--- src/shared/gci_pkg.sv ---
// shared constants and carrier types of the global clock injection block
package gci_pkg;
   localparam int NUM_PIN = 5;
   localparam int NUM_REF = 4;
   localparam int NUM_PLL = 4;
   localparam int NUM_NET = 4;
   // register byte offsets
   localparam logic [7:0] ADDR_CTRL = 8'h00;
   localparam logic [7:0] ADDR_INSEL = 8'h04;
   localparam logic [7:0] ADDR_PLLREF = 8'h08;
   localparam logic [7:0] ADDR_PLLCFG = 8'h0c;
   localparam logic [7:0] ADDR_PLLDIV = 8'h10;
   localparam logic [7:0] ADDR_MESHSEL = 8'h14;
   localparam logic [7:0] ADDR_STATUS = 8'h18;
   // field positions
   localparam int CTRL_RUN_BIT = 0;
   localparam int CTRL_USE_LSB = 4;
   localparam int INSEL_INV_BIT = 3;
   localparam int PLLREF_FAB_BIT = 2;
   localparam int PLLCFG_EN_BIT = 0;
   localparam int PLLCFG_LOCKREQ_BIT = 1;
   localparam int PLLCFG_DBL_BIT = 2;
   localparam int PLLCFG_BYPFAB_BIT = 3;
   localparam int MESHSEL_PLL_LSB = 4;
   localparam int STATUS_LOCK_LSB = 0;
   localparam int STATUS_USED_LSB = 4;
   localparam int STATUS_RUN_BIT = 8;
   // reset values
   localparam logic [31:0] RST_CTRL = 32'h0000_0000;
   localparam logic [31:0] RST_INSEL = 32'h0000_3210;
   localparam logic [31:0] RST_PLLREF = 32'h0000_3210;
   localparam logic [31:0] RST_PLLCFG = 32'h0000_0000;
   localparam logic [31:0] RST_PLLDIV = 32'h0101_0101;
   localparam logic [31:0] RST_MESHSEL = 32'h3020_1000;
   // input selector source codes: 0..3 pins, 4 serdes input
   localparam logic [2:0] SRC_SERDES = 3'h4;
   // mesh selector source codes
   localparam logic [3:0] MSRC_BYPASS = 4'h4;
   localparam logic [3:0] MSRC_USER0 = 4'h5;
   localparam logic [3:0] MSRC_USER3 = 4'h8;
   // reference edges seen before the loop reports lock
   localparam logic [3:0] LOCK_REF_EDGES = 4'h8;

   typedef struct packed {
      logic en;
      logic lock_req;
      logic dbl;
      logic byp_fab;
      logic ref_fab;
      logic [1:0] ref_idx;
      logic [7:0] div;
   } gci_pll_cfg_s;

   typedef struct packed {
      logic [3:0] phase;
      logic bypass;
   } gci_pll_out_s;
endpackage

--- src/gci_mesh_sel.sv ---
// selector for one mesh net: loop phases, bypass or a fabric source
`timescale 1ns/1ps
module gci_mesh_sel (
   input gci_pkg::gci_pll_out_s pll_out [4],
   input wire logic [3:0] fab_src,
   input wire logic [7:0] sel,
   input wire logic used,
   output logic net
);
   logic [3:0] code;
   gci_pkg::gci_pll_out_s pick;
   logic raw;

   assign code = sel[3:0];
   assign pick = pll_out[sel[gci_pkg::MESHSEL_PLL_LSB +: 2]];
   // wrapper signals or fabric signals, clocks or not
   assign raw = (code < gci_pkg::MSRC_BYPASS) ? pick.phase[code[1:0]] :
                (code == gci_pkg::MSRC_BYPASS) ? pick.bypass :
                (code <= gci_pkg::MSRC_USER3) ? fab_src[2'(code - gci_pkg::MSRC_USER0)] : 1'b0;
   // a net with no buffer cell behind it stays idle
   assign net = used & raw;
endmodule

--- src/gci_pll_wrap.sv ---
// one loop wrapper: reference choice, lock, gated quadrature outputs, bypass
`timescale 1ns/1ps
module gci_pll_wrap (
   input wire logic clk,
   input wire logic arst_n,
   input wire logic run,
   input gci_pkg::gci_pll_cfg_s cfg,
   input wire logic [3:0] ref_sel_clk,
   input wire logic ref_fab_clk,
   output gci_pkg::gci_pll_out_s out,
   output logic locked
);
   logic ref_clk;
   logic byp_clk;
   logic ref_d_reg;
   logic ref_rise;
   logic [3:0] lock_cnt_reg;
   logic [7:0] div_cnt_reg;
   logic tick;
   logic [1:0] ph_reg;
   logic gate;
   logic [3:0] ph;
   gci_pkg::gci_pll_out_s out_reg;
   gci_pkg::gci_pll_out_s out_next;

   // exactly one reference per loop
   assign ref_clk = cfg.ref_fab ? ref_fab_clk : ref_sel_clk[cfg.ref_idx];
   // either input passes unmodified around the loop
   assign byp_clk = cfg.byp_fab ? ref_fab_clk : ref_sel_clk[cfg.ref_idx];
   assign ref_rise = ref_clk & ~ref_d_reg;
   assign locked = (lock_cnt_reg == gci_pkg::LOCK_REF_EDGES);
   assign tick = cfg.en & run & (div_cnt_reg == 8'h00);
   // four quarter-period phases, doubled rate on the upper two
   assign ph[0] = ~ph_reg[1];
   assign ph[1] = ph_reg[1] ^ ph_reg[0];
   assign ph[2] = cfg.dbl ? ph_reg[0] : ph_reg[1];
   assign ph[3] = cfg.dbl ? ~ph_reg[0] : ~(ph_reg[1] ^ ph_reg[0]);
   // enable and optional wait for lock
   assign gate = cfg.en & run & (~cfg.lock_req | locked);
   assign out_next.phase = gate ? ph : 4'h0;
   assign out_next.bypass = run & byp_clk;
   assign out = out_reg;

   always_ff @(posedge clk or negedge arst_n) begin
      if (!arst_n) begin
         ref_d_reg <= 1'b0;
         lock_cnt_reg <= 4'h0;
         div_cnt_reg <= 8'h00;
         ph_reg <= 2'h0;
         out_reg <= '0;
      end else begin
         ref_d_reg <= ref_clk;
         if (!(cfg.en & run)) begin
            lock_cnt_reg <= 4'h0;
         end else if (ref_rise && !locked) begin
            lock_cnt_reg <= lock_cnt_reg + 4'h1;
         end
         div_cnt_reg <= tick || !(cfg.en & run) ? cfg.div : div_cnt_reg - 8'h01;
         if (tick) begin
            ph_reg <= ph_reg + 2'h1;
         end
         out_reg <= out_next;
      end
   end
endmodule

--- src/gci_top.sv ---
// global clock injection: input selector, four loop wrappers, mesh selectors, apb registers
//
// Overview of operation
// - five input clocks routed to four reference outputs
// - each reference output may be inverted
// - four wrappers, any reference usable by any
// - one reference per loop, selector or fabric
// - loop output in four quarter phases
// - output enable, lock required, upper-phase doubling
// - either input clock bypasses the loop
// - wrapper phase outputs, not the bypass, also reach fabric taps
// - mesh nets pick wrapper or fabric signals
// - fabric sources may be any high-fanout signal
// - exactly four low-skew mesh nets
// - no buffer cell leaves mesh unused
`timescale 1ns/1ps
module gci_top (
   input wire logic CORE_CLK,
   input wire logic ARST_N,
   input wire logic PSEL,
   input wire logic PENABLE,
   input wire logic PWRITE,
   input wire logic [7:0] PADDR,
   input wire logic [31:0] PWDATA,
   output logic [31:0] PRDATA,
   output logic PREADY,
   output logic PSLVERR,
   input wire logic [3:0] DEDICATED_CLOCK_PIN,
   input wire logic SERDES_CLOCK_INPUT,
   input wire logic [3:0] FABRIC_REFERENCE_CLOCK,
   input wire logic [3:0] FABRIC_GLOBAL_SOURCE,
   output logic [3:0] GLOBAL_MESH_NET,
   output logic [15:0] FABRIC_TAP_INPUT
);
   // register file
   logic [31:0] ctrl_reg;
   logic [31:0] insel_reg;
   logic [31:0] pllref_reg;
   logic [31:0] pllcfg_reg;
   logic [31:0] plldiv_reg;
   logic [31:0] meshsel_reg;
   logic [31:0] prdata_reg;
   logic [31:0] prdata_next;

   // bus decode
   logic setup;
   logic access;
   logic wr;
   logic hit_ctrl;
   logic hit_insel;
   logic hit_pllref;
   logic hit_pllcfg;
   logic hit_plldiv;
   logic hit_meshsel;
   logic hit_status;
   logic mapped;
   logic locked_cfg;
   logic refused;
   logic wr_ok;

   // pin synchronisers
   logic [4:0] pin_meta_reg;
   logic [4:0] pin_sync_reg;

   // datapath
   logic run;
   logic [3:0] mesh_used;
   logic [3:0] ref_clk;
   logic [3:0] lock;
   logic [2:0] used_count;
   logic [31:0] status;
   logic [3:0] mesh_next;
   logic [3:0] mesh_reg;
   logic [15:0] tap_next;
   logic [15:0] tap_reg;
   gci_pkg::gci_pll_cfg_s pll_cfg [4];
   gci_pkg::gci_pll_out_s pll_out [4];

   // pick one of the five synchronised input clocks
   function automatic logic pick_pin(input logic [2:0] src, input logic [4:0] pins);
      logic r;
      r = 1'b0;
      if (src <= gci_pkg::SRC_SERDES) begin
         r = pins[src];
      end
      return r;
   endfunction

   // true when a write addresses one of the selector settings
   function automatic logic is_selector(input logic [7:0] a);
      return (a == gci_pkg::ADDR_INSEL) || (a == gci_pkg::ADDR_PLLREF) ||
             (a == gci_pkg::ADDR_PLLDIV) || (a == gci_pkg::ADDR_MESHSEL);
   endfunction

   // ---------------------------------------------------------------- apb slave
   assign setup = PSEL & ~PENABLE;
   assign access = PSEL & PENABLE;
   assign wr = access & PWRITE;
   assign hit_ctrl = (PADDR == gci_pkg::ADDR_CTRL);
   assign hit_insel = (PADDR == gci_pkg::ADDR_INSEL);
   assign hit_pllref = (PADDR == gci_pkg::ADDR_PLLREF);
   assign hit_pllcfg = (PADDR == gci_pkg::ADDR_PLLCFG);
   assign hit_plldiv = (PADDR == gci_pkg::ADDR_PLLDIV);
   assign hit_meshsel = (PADDR == gci_pkg::ADDR_MESHSEL);
   assign hit_status = (PADDR == gci_pkg::ADDR_STATUS);
   assign mapped = hit_ctrl | hit_insel | hit_pllref | hit_pllcfg | hit_plldiv | hit_meshsel | hit_status;
   // selector settings are static while the clocks run
   assign locked_cfg = run & is_selector(PADDR);
   assign refused = ~mapped | (PWRITE & (hit_status | locked_cfg));
   assign wr_ok = wr & ~refused;
   assign PREADY = access;
   assign PSLVERR = access & refused;
   assign PRDATA = prdata_reg;

   always_comb begin
      prdata_next = prdata_reg;
      if (setup) begin
         case (1'b1)
            hit_ctrl: prdata_next = ctrl_reg;
            hit_insel: prdata_next = insel_reg;
            hit_pllref: prdata_next = pllref_reg;
            hit_pllcfg: prdata_next = pllcfg_reg;
            hit_plldiv: prdata_next = plldiv_reg;
            hit_meshsel: prdata_next = meshsel_reg;
            hit_status: prdata_next = status;
            default: prdata_next = 32'h0000_0000;
         endcase
      end
   end

   always_ff @(posedge CORE_CLK or negedge ARST_N) begin
      if (!ARST_N) begin
         ctrl_reg <= gci_pkg::RST_CTRL;
         insel_reg <= gci_pkg::RST_INSEL;
         pllref_reg <= gci_pkg::RST_PLLREF;
         pllcfg_reg <= gci_pkg::RST_PLLCFG;
         plldiv_reg <= gci_pkg::RST_PLLDIV;
         meshsel_reg <= gci_pkg::RST_MESHSEL;
         prdata_reg <= 32'h0000_0000;
      end else begin
         prdata_reg <= prdata_next;
         if (wr_ok && hit_ctrl) begin
            ctrl_reg <= PWDATA & 32'h0000_00f1;
         end
         if (wr_ok && hit_insel) begin
            insel_reg <= PWDATA & 32'h0000_ffff;
         end
         if (wr_ok && hit_pllref) begin
            pllref_reg <= PWDATA & 32'h0000_7777;
         end
         if (wr_ok && hit_pllcfg) begin
            pllcfg_reg <= PWDATA & 32'h0000_ffff;
         end
         if (wr_ok && hit_plldiv) begin
            plldiv_reg <= PWDATA;
         end
         if (wr_ok && hit_meshsel) begin
            meshsel_reg <= PWDATA & 32'h3f3f_3f3f;
         end
      end
   end

   // ---------------------------------------------------------------- control and status
   assign run = ctrl_reg[gci_pkg::CTRL_RUN_BIT];
   assign mesh_used = ctrl_reg[gci_pkg::CTRL_USE_LSB +: 4];
   // count of nets that carry a buffer cell; at most four by construction
   assign used_count = 3'(mesh_used[0]) + 3'(mesh_used[1]) + 3'(mesh_used[2]) + 3'(mesh_used[3]);

   always_comb begin
      status = 32'h0000_0000;
      status[gci_pkg::STATUS_LOCK_LSB +: 4] = lock;
      status[gci_pkg::STATUS_USED_LSB +: 3] = used_count;
      status[gci_pkg::STATUS_RUN_BIT] = run;
   end

   // ---------------------------------------------------------------- pin synchronisers
   always_ff @(posedge CORE_CLK or negedge ARST_N) begin
      if (!ARST_N) begin
         pin_meta_reg <= 5'h00;
         pin_sync_reg <= 5'h00;
      end else begin
         pin_meta_reg <= {SERDES_CLOCK_INPUT, DEDICATED_CLOCK_PIN};
         pin_sync_reg <= pin_meta_reg;
      end
   end

   // ---------------------------------------------------------------- input selector and wrappers
   genvar g;
   generate
      for (g = 0; g < gci_pkg::NUM_REF; g++) begin : g_ref
         // any of five inputs, optionally inverted, per output
         assign ref_clk[g] = pick_pin(insel_reg[4*g +: 3], pin_sync_reg) ^ insel_reg[4*g + gci_pkg::INSEL_INV_BIT];
      end

      for (g = 0; g < gci_pkg::NUM_PLL; g++) begin : g_pll
         assign pll_cfg[g].en = pllcfg_reg[4*g + gci_pkg::PLLCFG_EN_BIT];
         assign pll_cfg[g].lock_req = pllcfg_reg[4*g + gci_pkg::PLLCFG_LOCKREQ_BIT];
         assign pll_cfg[g].dbl = pllcfg_reg[4*g + gci_pkg::PLLCFG_DBL_BIT];
         assign pll_cfg[g].byp_fab = pllcfg_reg[4*g + gci_pkg::PLLCFG_BYPFAB_BIT];
         assign pll_cfg[g].ref_fab = pllref_reg[4*g + gci_pkg::PLLREF_FAB_BIT];
         assign pll_cfg[g].ref_idx = pllref_reg[4*g +: 2];
         assign pll_cfg[g].div = plldiv_reg[8*g +: 8];

         // every reference reaches every wrapper
         gci_pll_wrap u_wrap (
            .clk(CORE_CLK),
            .arst_n(ARST_N),
            .run(run),
            .cfg(pll_cfg[g]),
            .ref_sel_clk(ref_clk),
            .ref_fab_clk(FABRIC_REFERENCE_CLOCK[g]),
            .out(pll_out[g]),
            .locked(lock[g])
         );

         // phases also go to the fabric tap inputs
         assign tap_next[4*g +: 4] = pll_out[g].phase;
      end

      for (g = 0; g < gci_pkg::NUM_NET; g++) begin : g_net
         // one selector per mesh net, four nets in all
         gci_mesh_sel u_sel (
            .pll_out(pll_out),
            .fab_src(FABRIC_GLOBAL_SOURCE),
            .sel(meshsel_reg[8*g +: 8]),
            .used(mesh_used[g]),
            .net(mesh_next[g])
         );
      end
   endgenerate

   // ---------------------------------------------------------------- output stage
   always_ff @(posedge CORE_CLK or negedge ARST_N) begin
      if (!ARST_N) begin
         mesh_reg <= 4'h0;
         tap_reg <= 16'h0000;
      end else begin
         mesh_reg <= mesh_next;
         tap_reg <= tap_next;
      end
   end

   assign GLOBAL_MESH_NET = mesh_reg;
   assign FABRIC_TAP_INPUT = tap_reg;
endmodule
--- config.mk ---
export PLATFORM = sky130hd
export DESIGN_NAME = gci_top
export DESIGN_NICKNAME = d
export VERILOG_FILES = /design/src/shared/gci_pkg.sv /design/src/gci_mesh_sel.sv /design/src/gci_pll_wrap.sv /design/src/gci_top.sv
export SDC_FILE = /design/constraint.sdc
export NUM_CORES = 1
export LEC_CHECK = 0
export BUFFER_PORTS_ARGS = -buffer_cell sky130_fd_sc_hd__clkbuf_2
export CAP_MARGIN = 20
export CORE_ASPECT_RATIO = 1.5
export CORE_MARGIN = 2
export CORE_UTILIZATION = 55
export CTS_BUF_LIST = sky130_fd_sc_hd__clkbuf_8
export DETAILED_ROUTE_END_ITERATION = 10
export MAX_ROUTING_LAYER = met4
export PLACE_DENSITY = 0.75
export SETUP_SLACK_MARGIN = 0.4
export SYNTH_ARGS = -nofsm -noshare
export SYNTH_HDL_FRONTEND = slang
export SYNTH_SLANG_ARGS = --single-unit
--- constraint.sdc ---
create_clock -name CORE_CLK -period 3 [get_ports CORE_CLK]
set_clock_uncertainty 0.05 [all_clocks]
set_input_delay 0.15 -clock CORE_CLK [delete_from_list [all_inputs] [get_ports CORE_CLK]]
set_output_delay 0.15 -clock CORE_CLK [all_outputs]
set_load 0.03 [all_outputs]
Word-level counts from Yosys, hierarchy flattened
Cells that the tools add are included.

Latch bits: 0. Memories kept: 0. Register bits after elaboration: 247. Word-level logic and storage cells: 311. Bits in writable memories: 0. ROM bits: 0. Output and inout bits: 54. Input port bits: 58.

Div/mod/pow operators: 0. $lt $le $gt $ge: 32. Eq/ne operators: 18. Bitwise logic cells: 78. Add/sub/neg operators: 19. Shift-type cells: 0. Muxes and demuxes: 99. Multipliers: 0. Reductions and logical operators: 30.

Operators with widths (count): two-way mux 32 bit (5); two-way mux 1 bit (48); two-way mux 4 bit (12); binary-select mux 5 bit (select 2 bit) (4); zero test 8 bit (5); two-way mux 5 bit (8); less-than comparator 2 x 3 -> 1 bit (second input constant) (12); two-way mux 8 bit (4); subtractor 8 x 1 -> 8 bit (second input constant) (4); bitwise AND 1 bit (31); two-way mux 30 bit (1); binary-select mux 1 bit (select 2 bit) (12); equality test 8 x 5 -> 1 bit (second input constant) (3); inverter 1 bit (23); adder 4 x 1 -> 4 bit (second input constant) (4); equality test 4 x 3 -> 1 bit (second input constant) (4); equality test 4 bit (second input constant) (4); equality test 8 x 4 -> 1 bit (second input constant) (2); less-or-equal comparator 4 bit (second input constant) (4); less-than comparator 3 x 4 -> 1 bit (second input constant) (4); less-than comparator 4 x 3 -> 1 bit (second input constant) (4); binary-select mux 1 bit (select 3 bit) (4); >= comparator 3 bit (second input constant) (4); less-or-equal comparator 3 bit (second input constant) (4); 14 further kinds (66).

Longest topological paths before layout
Gate-level depths: netlist of run 1.

Word-level depth: 12. Gate-level depth with buffers: 10.

Cells and area by module
Synthesis of run 1 repeated with hierarchy kept, for this count alone.

Cells, all modules: 1087. Area, all modules: 12593.3 um^2.

By module, submodules not included: gci_top (area each 7171.9 um^2, instances 1, sequential area each 4199.0 um^2, cells an instance 550); gci_pll_wrap at g_pll[1].u_wrap ... (area each 1124.8 um^2, instances 3, sequential area each 500.5 um^2, cells an instance 119); gci_pll_wrap at g_pll[0].u_wrap (area each 1026.0 um^2, instances 1, sequential area each 500.5 um^2, cells an instance 100); gci_mesh_sel (area each 255.2 um^2, instances 4, sequential area each 0.0 um^2, cells an instance 20).

Worst setup path after synthesis of run 1
OpenSTA, ideal clock, no wires.

Path kind: register to register. Start: register insel_reg[12]. End: register g_pll[0].u_wrap.lock_cnt_reg[2]. Path buffers: 0. Period minus slack after synthesis: 2.459 ns. Setup slack: 0.541 ns. Arrival time: 2.329 ns. Stages on the path, launching flop included: 7. Library setup time: 0.079 ns. Path through: dfstp_2 mux4_1 mux2i_1 xor2_1 mux4_2 a211oi_1 mux2i_1.

Cells in the longest elaborated chain, start to end: 10.

RTL lines: start, declared (line gci_top.sv:37) `logic [31:0] insel_reg;`; start signal, assigned (line gci_top.sv:134) `insel_reg <= gci_pkg::RST_INSEL;`; start signal, assigned (line gci_top.sv:146) `insel_reg <= PWDATA & 32'h0000_ffff;`; binary-select mux 1 bit (select 3 bit) (line gci_top.sv:84) `r = pins[src];`; two-way mux 1 bit (not written as such) (line gci_top.sv:84); two-way mux 1 bit (*) (line gci_top.sv:83) `if (src <= gci_pkg::SRC_SERDES) begin`; bitwise XOR 1 bit (*) (line gci_top.sv:192) `assign ref_clk[g] = pick_pin(insel_reg[4*g +: 3], pin_sync_reg) ^ insel_reg[4*g + gci_pkg::INSEL_INV_BIT];`; binary-select mux 1 bit (select 2 bit) (*) (line gci_pll_wrap.sv:27) `assign ref_clk = cfg.ref_fab ? ref_fab_clk : ref_sel_clk[cfg.ref_idx];`; two-way mux 1 bit (not written as such) (*) (line gci_pll_wrap.sv:27); two-way mux 1 bit (*) (line gci_pll_wrap.sv:27); bitwise AND 1 bit (*) (line gci_pll_wrap.sv:30) `assign ref_rise = ref_clk & ~ref_d_reg;`; logical AND 1 bit (*) (line gci_pll_wrap.sv:55) `end else if (ref_rise && !locked) begin`; inequality test 2 bit (no line) (*); end signal, assigned (line gci_pll_wrap.sv:56) `lock_cnt_reg <= lock_cnt_reg + 4'h1;`; end, declared (line gci_pll_wrap.sv:17) `logic [3:0] lock_cnt_reg;`.

Every way passes the cells marked *; elsewhere a longest branch is shown, timed or not. The select of a mux whose other input is x is not followed. A chain may end at the register's enable or synchronous reset.

Worst setup path after layout of run 1
Start: register insel_reg[4]. End: register g_pll[3].u_wrap.lock_cnt_reg[3].

Cells in the longest elaborated chain, start to end: 10.

RTL lines (line): binary-select mux 1 bit (select 3 bit) (gci_top.sv:84); two-way mux 1 bit (not written as such) (gci_top.sv:84); two-way mux 1 bit (*) (gci_top.sv:83); bitwise XOR 1 bit (*) (gci_top.sv:192); binary-select mux 1 bit (select 2 bit) (*) (gci_pll_wrap.sv:27); two-way mux 1 bit (not written as such) (*) (gci_pll_wrap.sv:27); two-way mux 1 bit (*) (gci_pll_wrap.sv:27); bitwise AND 1 bit (*) (gci_pll_wrap.sv:30); logical AND 1 bit (*) (gci_pll_wrap.sv:55); inequality test 2 bit (no line) (*); end signal, assigned (gci_pll_wrap.sv:56); end, declared (gci_pll_wrap.sv:17).

Marked as above.

==> results of run 1 <==
logic make-up after synthesis:
logic type	Yosys count	share of synthesized area
AND/OR/NAND/NOR	276	0.106
adder cells (fa/ha/maj)	23	0.0246
XOR/XNOR	43	0.0314
buffers and inverters	98	0.0330
multiplexers	169	0.190
flip-flops	247	0.518
AO/OA/AOI/OAI	188	0.0966
synthesized netlist by cell type, types with 3 or more instances:
library cell	instances
a22o_1	3
nand2_1	138
dfrtp_1	231
o21ai_0	76
nand3b_1	6
a21oi_1	36
buf_4	3
a2111o_1	3
nand4_1	4
ha_1	22
xnor2_1	24
mux2i_1	35
o22ai_1	11
a311oi_1	4
mux4_2	32
o32ai_1	3
a221oi_1	4
clkbuf_1	35
a211oi_1	4
a21o_1	6
nor3_1	20
buf_2	13
a31oi_1	4
dfstp_2	16
mux4_1	4
nand2b_1	17
and2_1	11
xor2_1	19
nand3_1	7
a22oi_1	18
nor3b_1	5
mux2_2	98
o21a_1	3
nor2_1	45
or3_1	6
inv_1	45
nor2b_1	4
power by group through the flow:
stage | clock (mW) | combinational (mW) | sequential (mW)
finish | 2.92 | 0.340 | 3.36
global route | 3.12 | 0.369 | 3.35
global placement | 0 | 0.290 | 3.41
floorplan | 0 | 0.102 | 3.42
CTS | 2.99 | 0.338 | 3.35
detailed placement | 0 | 0.292 | 3.41
metal layers:
layer  up-vias  track usage
li1       4069            -
met1      4394        0.321
met2       354        0.505
met3       111       0.0398
met4         0        0.156
met5         -            -
repair_timing:
action                                  4_1_cts  5_1_grt
resized for setup                             7        4
endpoints found under the setup margin       15       13
hold buffers                                 42        0
pin swaps                                     5        5
setup buffers                                 1        1
hold endpoints to repair                    220        0
final cells by class:
cell class                 count  area (sq um)
fill                        1633          7310
clock buffer                  48           661
tap                          272           340
sequential                   247          6200
timing repair buffer         188          1300
clock inverter                23           148
inverter                      45           169
multi-input combinational    699          5430
worst min path at each step:
stage	slack, ns	cells after the start	endpoint
floorplan	-0.20	0	FABRIC_TAP_INPUT[0]
global placement	0.09	1	g_pll[0].u_wrap.lock_cnt_reg[0]
detailed placement	0.09	1	g_pll[0].u_wrap.lock_cnt_reg[0]
CTS	0.07	4	PRDATA[8]
global route	0.14	5	PRDATA[8]
finish	0.11	2	g_pll[0].u_wrap.lock_cnt_reg[0]
layout by cell type (no fill, tap or decap), types with 5 or more instances in the layout:
master / synthesis / final
dfrtp_1: 231 / 231
nand2_1: 138 / 138
clkbuf_2: 0 / 110
mux2_2: 98 / 98
o21ai_0: 76 / 76
inv_1: 45 / 61
clkbuf_8: 0 / 48
nor2_1: 45 / 45
dlygate4sd3_1: 0 / 42
mux2i_1: 35 / 35
mux4_2: 32 / 34
a21oi_1: 36 / 32
buf_4: 3 / 31
xnor2_1: 24 / 24
ha_1: 22 / 22
nor3_1: 20 / 19
xor2_1: 19 / 19
a22oi_1: 18 / 18
nand2b_1: 17 / 16
dfstp_2: 16 / 16
and2_1: 11 / 11
o22ai_1: 11 / 11
nand3_1: 7 / 7
or3_1: 6 / 6
nand3b_1: 6 / 6
a21o_1: 6 / 6
nor3b_1: 5 / 5
==> metrics.md, run 1 <==
| Metric | Value |
|---|---|
| Area overhead of the layout relative to synthesis | 18.9% |
| First-pass GRT wire length | between 50,000 and 60,000 um |
| Ratio of cells with drive above 1 in the final layout | 0.290 |
| Portion of synthesized cell area occupied by the leading cell type | 0.483 |
| Global router's overall resource usage | 0.289 |
| Drt total wl | approximately 32,000 um |
| Number of failing hold endpoints at the final stage | 0 |
| Total net switching power | 1.53 mW |
| Detailed-route wire length per cell | approximately 21 um |
| Rows | 66 |
| Drt first pass iters | 5 |
| Delay of the slowest critical-path stage | between 0.5 and 0.6 ns |
| Largest net degree at the start of global routing | 70 |
| Via count of the first global-routing pass | 9,325 |
| Bufs on Longest Clock Path | 3 |
| Flop and latch count out of synthesis | about 250 |
| Reported max-cap violation count | 0 |
| Highest signal layer in the routed design | met4 |
| Part of the power in combinational logic | 0.051 |
| Worst flop-to-flop path endpoint | g_pll[3].u_wrap.lock_cnt_reg[3] |
| Maximum level of the CTS H-tree | 2 |
| HPWL after DPL | 23,200 um |
| Count of placed standard cells in the final layout, fillers left out | 1,522 |
| Insertion delay to the later sink of the worst-skew pair | 0.54 ns |
| Data arrival time of the critical path | 2.95 ns |
| Utilization after layout | 0.661 |
| Crit Reg-Reg Startpoint | insel_reg[4] |
| Antenna diode count | 0 |
| Met3 WL | around 1700 um |
| Final estimated routing congestion in global placement | 0.954 |
| Proportion of total power due to net switching | 0.231 |
| Power density of the placed cells | 465 nW/um^2 |
| Worst slack at placement | 0.345 ns |
| Number of synthesized flops with an enable pin | 0 |
| Setup TNS | 0 ns |
| Clock Tree Root | clkbuf_8 |
| Slowest cell on the critical path | mux4_2 |
| Total met2 wirelength after detailed routing | 16,600 um |
| CP Data Required Time | ~3.4 ns |
| Worst Hold Class | in2async |
| Area inside the core boundary | about 22,000 sq um |
| Relative max-transition margin | 0.611 |
| Synth top area cells | dfrtp_1, mux2_2, mux4_2 |
| Max Slew Vio Count | 0 |
| DR iter-0 viols | 785 |
| Number of vias per cell | 5.87 |
| Capture point of the critical path | g_pll[3].u_wrap.lock_cnt_reg[3] |
| Worst path top cell family by delay | multiplexers |
| Number of cell instances on the worst register-to-register path | 6 |
| Port Buffer Count | 111 |
| Horizontal die dimension | 125 um |
| Top FF cell, synth | dfrtp_1 |
| Max VDD drop | 0.341 mV |
| Height of the chip | 185 um |
| Placed Instances | 1,407 |
| Status | finished clean |
| Reg2Reg Setup Slack | 0.44 ns |
| CTS buffer count | 39 |
| Final Cycle Share | 0.854 |
| Clock share of power | 0.442 |
| Wire length on met1 | between 10,000 and 15,000 um |
| Part of the power in registers | 0.507 |
| Type of the worst setup path | reg2reg |
| Number of cells on the critical path | 6 |
| Cell count after synthesis | between 1,000 and 1,500 |
| Antenna-violating nets left | 0 |
| Buffers & Inverters on Critical Path | 0 |
| CTS tree | built |
| Async S/R FF share, synth | 1.00 |
| Launching instance or port of the critical path | insel_reg[4] |
| Effective utilization at floorplan | 0.556 |
| Hold slack | 0.109 ns |
| Minimum period implied by the final worst setup slack | between 2 and 3 ns |
| Avg Synthesized Cell Area | 11.5 sq um |
| Launching element type of the critical path | flop |
| # setup viols final | 0 |
| Design area | around 14,000 sq um |
| Initial antenna violation count | 0 |
| Internal Dissipation | 5.09 mW |
| Cell-by-cell listing of the critical path | mux4_2 -> mux2i_1 -> xor2_1 -> mux4_2 -> a211oi_2 -> mux2i_1 |
| Worst Path Max Fanout | 5 |
| Total cell area at the placement stage | around 13,000 sq um |
| Net count of the mapped netlist | 1,125 |
| Setup WS post-layout | 0.439 ns |
| Total standard cell area after synthesis | 12,000 sq um |
| Number of clock sinks | 247 |
| Maximum clock rate | 390 MHz |
| Cell type contributing the most total cell area after synthesis | dfrtp_1 |
| Pwr Total | 6.62 mW |
| Total number of vias | 8,928 |
| Total gr overflow | 0 |
| Unrepaired setup endpoints after global routing | yes |
| Detailed-route DRC error count | 0 |
| Worst Setup End Kind | flop |
| Post-synthesis cell type count | 58 |
| Yosys warnings | 0 |
| Clock-pin slew reported for the worst setup and hold paths after clock tree synthesis | 0.06 ns |
| Transition time at the pin with the least slew margin | slightly below 0.6 ns |
| Sequential element share of the synthesized area | 0.518 |
| Number of nets in the layout | 1,301 |
| Area of the die | 23,000 sq um |
| Leakage Power | just under 7 nW |
| Number of top-level pins | between 100 and 150 |
No activity file was read; power rests on OpenSTA's default activity.
==> inputs of run 2 (changes only) <==
==> constraint.sdc (replaced) <==
create_clock -name CORE_CLK -period 3.13 [get_ports CORE_CLK]
set_clock_uncertainty 0.05 [all_clocks]
set_input_delay 0.1565 -clock CORE_CLK [delete_from_list [all_inputs] [get_ports CORE_CLK]]
set_output_delay 0.1565 -clock CORE_CLK [all_outputs]
set_load 0.03 [all_outputs]
==> run 2 against run 1 <==
Effect of this change: final cell count decreased by 0.46%; via count is 0.67% higher; die area is the same; critical path depth unchanged; count of clock-buffer cells in the layout is 1 higher; worst hold slack better by 0.026 ns; flip-flop and latch count stayed put; highest routed layer unchanged; sequential share of layout area increased by 0.14 points.
==> metrics.md, run 2 (synthesis gave the netlist of run 1 again) <==
| Metric | Value |
|---|---|
| Part of the power in registers | 0.511 (was 0.507) |
| Buffers & Inverters on Critical Path | 0 (unchanged) |
| Part of the power in combinational logic | 0.052 (was 0.051) |
| Total number of vias | 8,988 (was 8,928) |
| Drt first pass iters | 5 (unchanged) |
| Antenna-violating nets left | 0 (unchanged) |
| Clock-pin slew reported for the worst setup and hold paths after clock tree synthesis | 0.07 ns (was 0.06 ns) |
| Maximum clock rate | 372 MHz (was 390 MHz) |
| Delay of the slowest critical-path stage | 0.60 ns (was 0.58 ns) |
| Placed Instances | 1,400 (was 1,407) |
| Total net switching power | 1.48 mW (was 1.53 mW) |
| Beginning of the worst hold path | PADDR[6] |
| HPWL after DPL | 23,100 um (was 23,200 um) |
| Bufs on Longest Clock Path | 3 (unchanged) |
| Worst Hold Class | in2reg (was in2async) |
| Max Slew Vio Count | 0 (unchanged) |
| Number of failing hold endpoints at the final stage | 0 (unchanged) |
| Drt total wl | 31,800 um (about the same) |
| Clock share of power | 0.438 (was 0.442) |
| Count of placed standard cells in the final layout, fillers left out | 1,515 (was 1,522) |
| Detailed-route wire length per cell | 21.0 um (was 20.9 um) |
| Insertion delay to the later sink of the worst-skew pair | 0.54 ns (about the same) |
| Reg2Reg Setup Slack | 0.44 ns (about the same) |
| Power density of the placed cells | 444 nW/um^2 (was 465 nW/um^2) |
| Antenna diode count | 0 (unchanged) |
| Number of nets in the layout | 1,295 (was 1,301) |
| Area of the die | 23,000 sq um (unchanged) |
| Via count of the first global-routing pass | 9,152 (was 9,325) |
| Hold slack | 0.136 ns (was 0.109 ns) |
| Hold Path Depth | 5 |
| Area used by multi-input combinational logic | 5460 sq um (was 5430 sq um) |
| Slowest cell on the critical path | mux4_2 (unchanged) |
| Worst Path Max Fanout | 6 (was 5) |
| Commonest cells after routing, fill and taps aside | dfrtp_1, nand2_1, clkbuf_2 (unchanged) |
| Number of top-level pins | 112 (unchanged) |
| Minimum period implied by the final worst setup slack | 2.69 ns (was 2.56 ns) |
| Proportion of total power due to net switching | 0.234 (was 0.231) |
| Clock Tree Root | clkbuf_8 (unchanged) |
| Area inside the core boundary | 21,600 sq um (unchanged) |
| Total gr overflow | 0 (unchanged) |
| Number of cell instances on the worst register-to-register path | 6 (unchanged) |
| Port Buffer Count | 111 (unchanged) |
| Capture endpoint of the worst hold path | PRDATA[8] |
| Status | finished clean (unchanged) |
| Leakage Power | 6.77 nW (was 6.82 nW) |
| Launching element type of the critical path | flop (unchanged) |
| Detailed-route DRC error count | 0 (unchanged) |
| Number of clock sinks | 247 (unchanged) |
| Setup TNS | 0 ns (unchanged) |
| Number of vias per cell | 5.93 (was 5.87) |
| Effective utilization at floorplan | 0.556 (unchanged) |
| Transition time at the pin with the least slew margin | 0.807 ns (was 0.583 ns) |
| Fill cell count | 1,657 (was 1,633) |
| Cell-by-cell listing of the critical path | mux4_2 -> mux2i_4 -> xor2_2 -> mux4_2 -> a211oi_2 -> mux2i_1 (was mux4_2 -> mux2i_1 -> xor2_1 -> mux4_2 -> a211oi_2 -> mux2i_1) |
| Reported max-cap violation count | 0 (unchanged) |
| Relative max-transition margin | 0.462 (was 0.611) |
| Height of the chip | 185 um (unchanged) |
| DR iter-0 viols | 658 (was 785) |
| Final estimated routing congestion in global placement | 0.942 (was 0.954) |
| CTS buffer count | 39 (unchanged) |
| Worst flop-to-flop path endpoint | g_pll[2].u_wrap.lock_cnt_reg[2] (was g_pll[3].u_wrap.lock_cnt_reg[3]) |
| Data arrival time of the critical path | 3.09 ns (was 2.95 ns) |
| Internal Dissipation | 4.82 mW (was 5.09 mW) |
| Ratio of cells with drive above 1 in the final layout | 0.291 (was 0.290) |
| Worst path top cell family by delay | multiplexers (unchanged) |
| Utilization after layout | 0.659 (was 0.661) |
| Initial antenna violation count | 0 (unchanged) |
| CTS tree | built (unchanged) |
| Maximum level of the CTS H-tree | 2 (unchanged) |
| Rows | 66 (unchanged) |
| Crit Reg-Reg Startpoint | insel_reg[12] (was insel_reg[4]) |
| CP Data Required Time | 3.53 ns (was 3.39 ns) |
| Type of the worst setup path | reg2reg (unchanged) |
| Most common cell type on the critical path | mux4_2 |
| First-pass GRT wire length | 49,600 um (was 50,100 um) |
| Final Cycle Share | 0.859 (was 0.854) |
| Unrepaired setup endpoints after global routing | yes (unchanged) |
| Global router's overall resource usage | 0.286 (was 0.289) |
| Area overhead of the layout relative to synthesis | 18.5% (was 18.9%) |
| Max VDD drop | 0.302 mV (was 0.341 mV) |
| # setup viols final | 0 (unchanged) |
| Worst Setup End Kind | flop (unchanged) |
| Sequential Area | 6200 sq um (unchanged) |
| Largest net degree at the start of global routing | 97 (was 70) |
| Most common cell after layout, fill and taps aside | dfrtp_1 (unchanged) |
| Horizontal die dimension | 125 um (unchanged) |
## run 2: metal layers
metal | vias to the layer above | track usage | share of wire
met1 | 4473 | 0.322 | 0.36
met5 | - | - | 0
met2 | 359 | 0.499 | 0.53
li1 | 4048 | - | -
met3 | 108 | 0.0415 | 0.058
met4 | 0 | 0.145 | 0.049
## run 2: power groups by stage
stage,Combinational [mW],Clock (mW),Sequential (mW)
global route,0.356,2.95,3.21
detailed placement,0.275,0,3.27
finish,0.327,2.76,3.22
CTS,0.319,2.80,3.21
global placement,0.272,0,3.27
floorplan,0.0974,0,3.28
## run 2: repair_timing
item | in CTS | in global routing
hold buffers | 43 | 0
setup endpoints to repair | 1 | 14
resized for setup | 1 | 15
hold endpoints to repair | 344 | 0
pin swaps | 0 | 3
buffers inserted | 0 | 2
## run 2: worst min-delay path, cell delays in order
cell	delay, ns
clkbuf_2	0.08
or3_1	0.16
nor2_4	0.09
nand2_1	0.10
o31ai_1	0.09
## run 2: final cells by class
| type | count | share of cell area |
|---|---|---|
| Inverter | 45 | 0.0119 |
| Tap cell | 272 | 0.0240 |
| Clock inverter | 21 | 0.00837 |
| Timing Repair Buffer | 182 | 0.0867 |
| Clock buffer | 49 | 0.0475 |
| Sequential cell | 247 | 0.437 |
| Multi-Input combinational cell | 699 | 0.385 |
## run 2: worst max-delay path by stage
stage / endpoint / startpoint / slack (ns) / cells past startpoint
after detailed placement: g_pll[2].u_wrap.lock_cnt_reg[2] / insel_reg[12] / 0.41 / 6
after CTS: g_pll[1].u_wrap.lock_cnt_reg[0] / insel_reg[12] / 0.41 / 6
after floorplan: g_pll[0].u_wrap.lock_cnt_reg[2] / insel_reg[12] / 0.67 / 6
final: g_pll[2].u_wrap.lock_cnt_reg[2] / insel_reg[12] / 0.44 / 6
after global routing: g_pll[1].u_wrap.lock_cnt_reg[0] / insel_reg[12] / 0.38 / 6
after global placement: g_pll[0].u_wrap.lock_cnt_reg[2] / insel_reg[4] / 0.55 / 6
## run 2: stage by stage
step / total power [mW] / setup WS (ns) / area [sq um]
floorplan: 3.37 / 0.671 / 12000
global placement: 3.54 / 0.555 / 12900
detailed placement: 3.55 / 0.413 / 12900
CTS: 6.34 / 0.407 / 14100
global route: 6.52 / 0.375 / 14200
finish: 6.30 / 0.442 / 14200
==> inputs of run 3 (changes only) <==
--- a/config.mk
+++ b/config.mk
@@ -14,6 +14,7 @@
 export DETAILED_ROUTE_END_ITERATION = 10
 export MAX_ROUTING_LAYER = met4
 export PLACE_DENSITY = 0.75
+export REMOVE_ABC_BUFFERS = 1
 export SETUP_SLACK_MARGIN = 0.4
 export SYNTH_ARGS = -nofsm -noshare
 export SYNTH_HDL_FRONTEND = slang
==> run 3 against run 2 <==
Effect of this change: worst hold slack worse by 0.036 ns; non-clock buffer count stayed put; design area down 0.27%; via count about the same; die area unchanged; register-to-register slack is essentially flat; worst setup slack better by 0.0085 ns; largest cell class unchanged; largest power group unchanged; highest routed layer unchanged.
==> metrics.md, run 3 (synthesis gave the netlist of run 1 again) <==
| Metric | Value |
|---|---|
| Area of the die | 23,000 sq um (unchanged) |
| Number of failing hold endpoints at the final stage | 0 (unchanged) |
| Clock Tree Root | clkbuf_8 (unchanged) |
| # setup viols final | 0 (unchanged) |
| Maximum level of the CTS H-tree | 2 (unchanged) |
| Ratio of cells with drive above 1 in the final layout | 0.289 (was 0.291) |
| Minimum period implied by the final worst setup slack | 2.68 ns (was 2.69 ns) |
| First-pass GRT wire length | 49,800 um (was 49,600 um) |
| Horizontal die dimension | 125 um (unchanged) |
| Buffers & Inverters on Critical Path | 0 (unchanged) |
| Drt first pass iters | 5 (unchanged) |
| Cell-by-cell listing of the critical path | mux4_1 -> mux2i_1 -> xor2_1 -> mux4_2 -> a2111o_1 -> o21ai_0 (was mux4_2 -> mux2i_4 -> xor2_2 -> mux4_2 -> a211oi_2 -> mux2i_1) |
| Worst Setup End Kind | flop (unchanged) |
| Detailed-route wire length per cell | 20.5 um (was 21.0 um) |
| Max VDD drop | 0.306 mV (was 0.302 mV) |
| Antenna diode count | 0 (unchanged) |
| Clock-pin slew reported for the worst setup and hold paths after clock tree synthesis | 0.07 ns (about the same) |
| Relative max-transition margin | 0.441 (was 0.462) |
| Global router's overall resource usage | 0.284 (was 0.286) |
| Data arrival time of the critical path | 3.06 ns (was 3.09 ns) |
| Hold slack | 0.100 ns (was 0.136 ns) |
| Reg2Reg Setup Slack | 0.45 ns (was 0.44 ns) |
| Detailed-route DRC error count | 0 (unchanged) |
| Number of clock sinks | 247 (unchanged) |
| Most common cell after layout, fill and taps aside | dfrtp_1 (unchanged) |
| Type of the worst setup path | reg2reg (unchanged) |
| Height of the chip | 185 um (unchanged) |
| Reported max-cap violation count | 0 (unchanged) |
| Insertion delay to the later sink of the worst-skew pair | 0.53 ns (was 0.54 ns) |
| Leakage Power | 6.76 nW (was 6.77 nW) |
| Max Slew Vio Count | 0 (unchanged) |
| Number of top-level pins | 112 (unchanged) |
| HPWL after DPL | 22,400 um (was 23,100 um) |
| Worst Hold Class | in2reg (unchanged) |
| Transition time at the pin with the least slew margin | 0.817 ns (was 0.807 ns) |
| Status | finished clean (unchanged) |
| Area inside the core boundary | 21,600 sq um (unchanged) |
| CTS tree | built (unchanged) |
| Power density of the placed cells | 449 nW/um^2 (was 444 nW/um^2) |
| Antenna-violating nets left | 0 (unchanged) |
| Number of vias per cell | 5.95 (was 5.93) |
| Unrepaired setup endpoints after global routing | yes (unchanged) |
| Commonest cells after routing, fill and taps aside | dfrtp_1, nand2_1, clkbuf_2 (unchanged) |
| Port Buffer Count | 111 (unchanged) |
| Total number of vias | 8,991 (was 8,988) |
| Effective utilization at floorplan | 0.556 (unchanged) |
| Via count of the first global-routing pass | 9,316 (was 9,152) |
| Bufs on Longest Clock Path | 3 (unchanged) |
| Launching element type of the critical path | flop (unchanged) |
| Delay of the slowest critical-path stage | 0.59 ns (was 0.60 ns) |
| Area overhead of the layout relative to synthesis | 18.2% (was 18.5%) |
| Worst Path Max Fanout | 6 (unchanged) |
| Number of nets in the layout | 1,293 (was 1,295) |
| Drt total wl | 30,900 um (was 31,800 um) |
| DR iter-0 viols | 519 (was 658) |
| Total gr overflow | 0 (unchanged) |
| Maximum clock rate | 373 MHz (was 372 MHz) |
| Largest net degree at the start of global routing | 85 (was 97) |
| Final estimated routing congestion in global placement | 0.980 (was 0.942) |
| CP Data Required Time | 3.51 ns (was 3.53 ns) |
| Pwr Total | 6.36 mW (was 6.30 mW) |
| Worst path top cell family by delay | multiplexers (unchanged) |
| Rows | 66 (unchanged) |
| Final Cycle Share | 0.856 (was 0.859) |
| Initial antenna violation count | 0 (unchanged) |
| Slowest cell on the critical path | mux4_2 (unchanged) |
| CTS buffer count | 37 (was 39) |
==> run 3: cell count changes in the layout (fill, tap and decap cells not counted), moves of 2 or more <==
cell / previous run / this run
bufinv_16: 1 / 3
dfrtp_2: 0 / 3
xor2_1: 17 / 19
mux2i_4: 2 / 0
mux4_1: 2 / 4
mux2i_1: 33 / 35
clkbuf_8: 49 / 46
inv_1: 57 / 53
dfrtp_1: 231 / 228
mux4_2: 34 / 32
xor2_2: 2 / 0
==> run 3: cell type report <==
type                            count  area, sq um
Multi-Input combinational cell    699         5410
Sequential cell                   247         6200
Clock inverter                     20          169
Inverter                           45          169
Tap cell                          272          340
Timing Repair Buffer              182         1230
Clock buffer                       46          633
Fill cell                        1664         7390
==> run 3: path summary, 6_finish.rpt <==
| kind | from | end | cells past startpoint |
|---|---|---|---|
| max in group asynchronous | ARST_N | pllref_reg[13] | 3 |
| min | PSEL | PRDATA[2] | 4 |
| min in group asynchronous | ARST_N | PRDATA[7] | 2 |
| max reg2reg | insel_reg[12] | g_pll[0].u_wrap.lock_cnt_reg[3] | 6 |
| max | insel_reg[12] | g_pll[0].u_wrap.lock_cnt_reg[3] | 6 |
| min reg2reg | pin_meta_reg[4] | pin_sync_reg[4] | 0 |
==> run 3: layer usage <==
layer  up-vias  routed length (um)  part of all wire  global-route usage
met2       401               15300              0.49               0.477
met1      4421               11600              0.37               0.328
met3       128                2010             0.065              0.0456
li1       4041                   -                 -                   -
met4         0                2050             0.066               0.159
met5         -                   0                 0                   -
==> run 3: what timing repair did <==
action	in CTS	in global routing
hold buffers	42	0
endpoints found under the setup margin	0	15
resized for setup	0	8
hold endpoints to repair	186	0
setup buffers	0	1
==> run 3: stage by stage <==
stage	setup WS (ns)	util	TNS (ns)	cell area (sq um)	cells
final	0.450	0.657	0	14200	1511
after global routing	0.338	0.657	0	14200	1511
after CTS	0.446	0.655	0	14100	1510
after detailed placement	0.451	0.599	0	12900	1402
after global placement	0.555	0.599	0	12900	1402
after floorplan	-0.265	-	-7.64	11800	991
==> run 3: where the power goes <==
| part | total, mW | switching (mW) | internal (mW) |
|---|---|---|---|
| clock network | 2.82 | 1.24 | 1.58 |
| logic | 0.319 | 0.203 | 0.116 |
| registers | 3.21 | 0.00813 | 3.21 |
| total | 6.36 | 1.45 | 4.91 |
==> run 3: worst register-to-register path, stage by stage (launching register included) <==
cell and delay, ns:
dfstp_2 0.55, mux4_1 0.54, mux2i_1 0.19, xor2_1 0.14, mux4_2 0.59, a2111o_1 0.43, o21ai_0 0.09
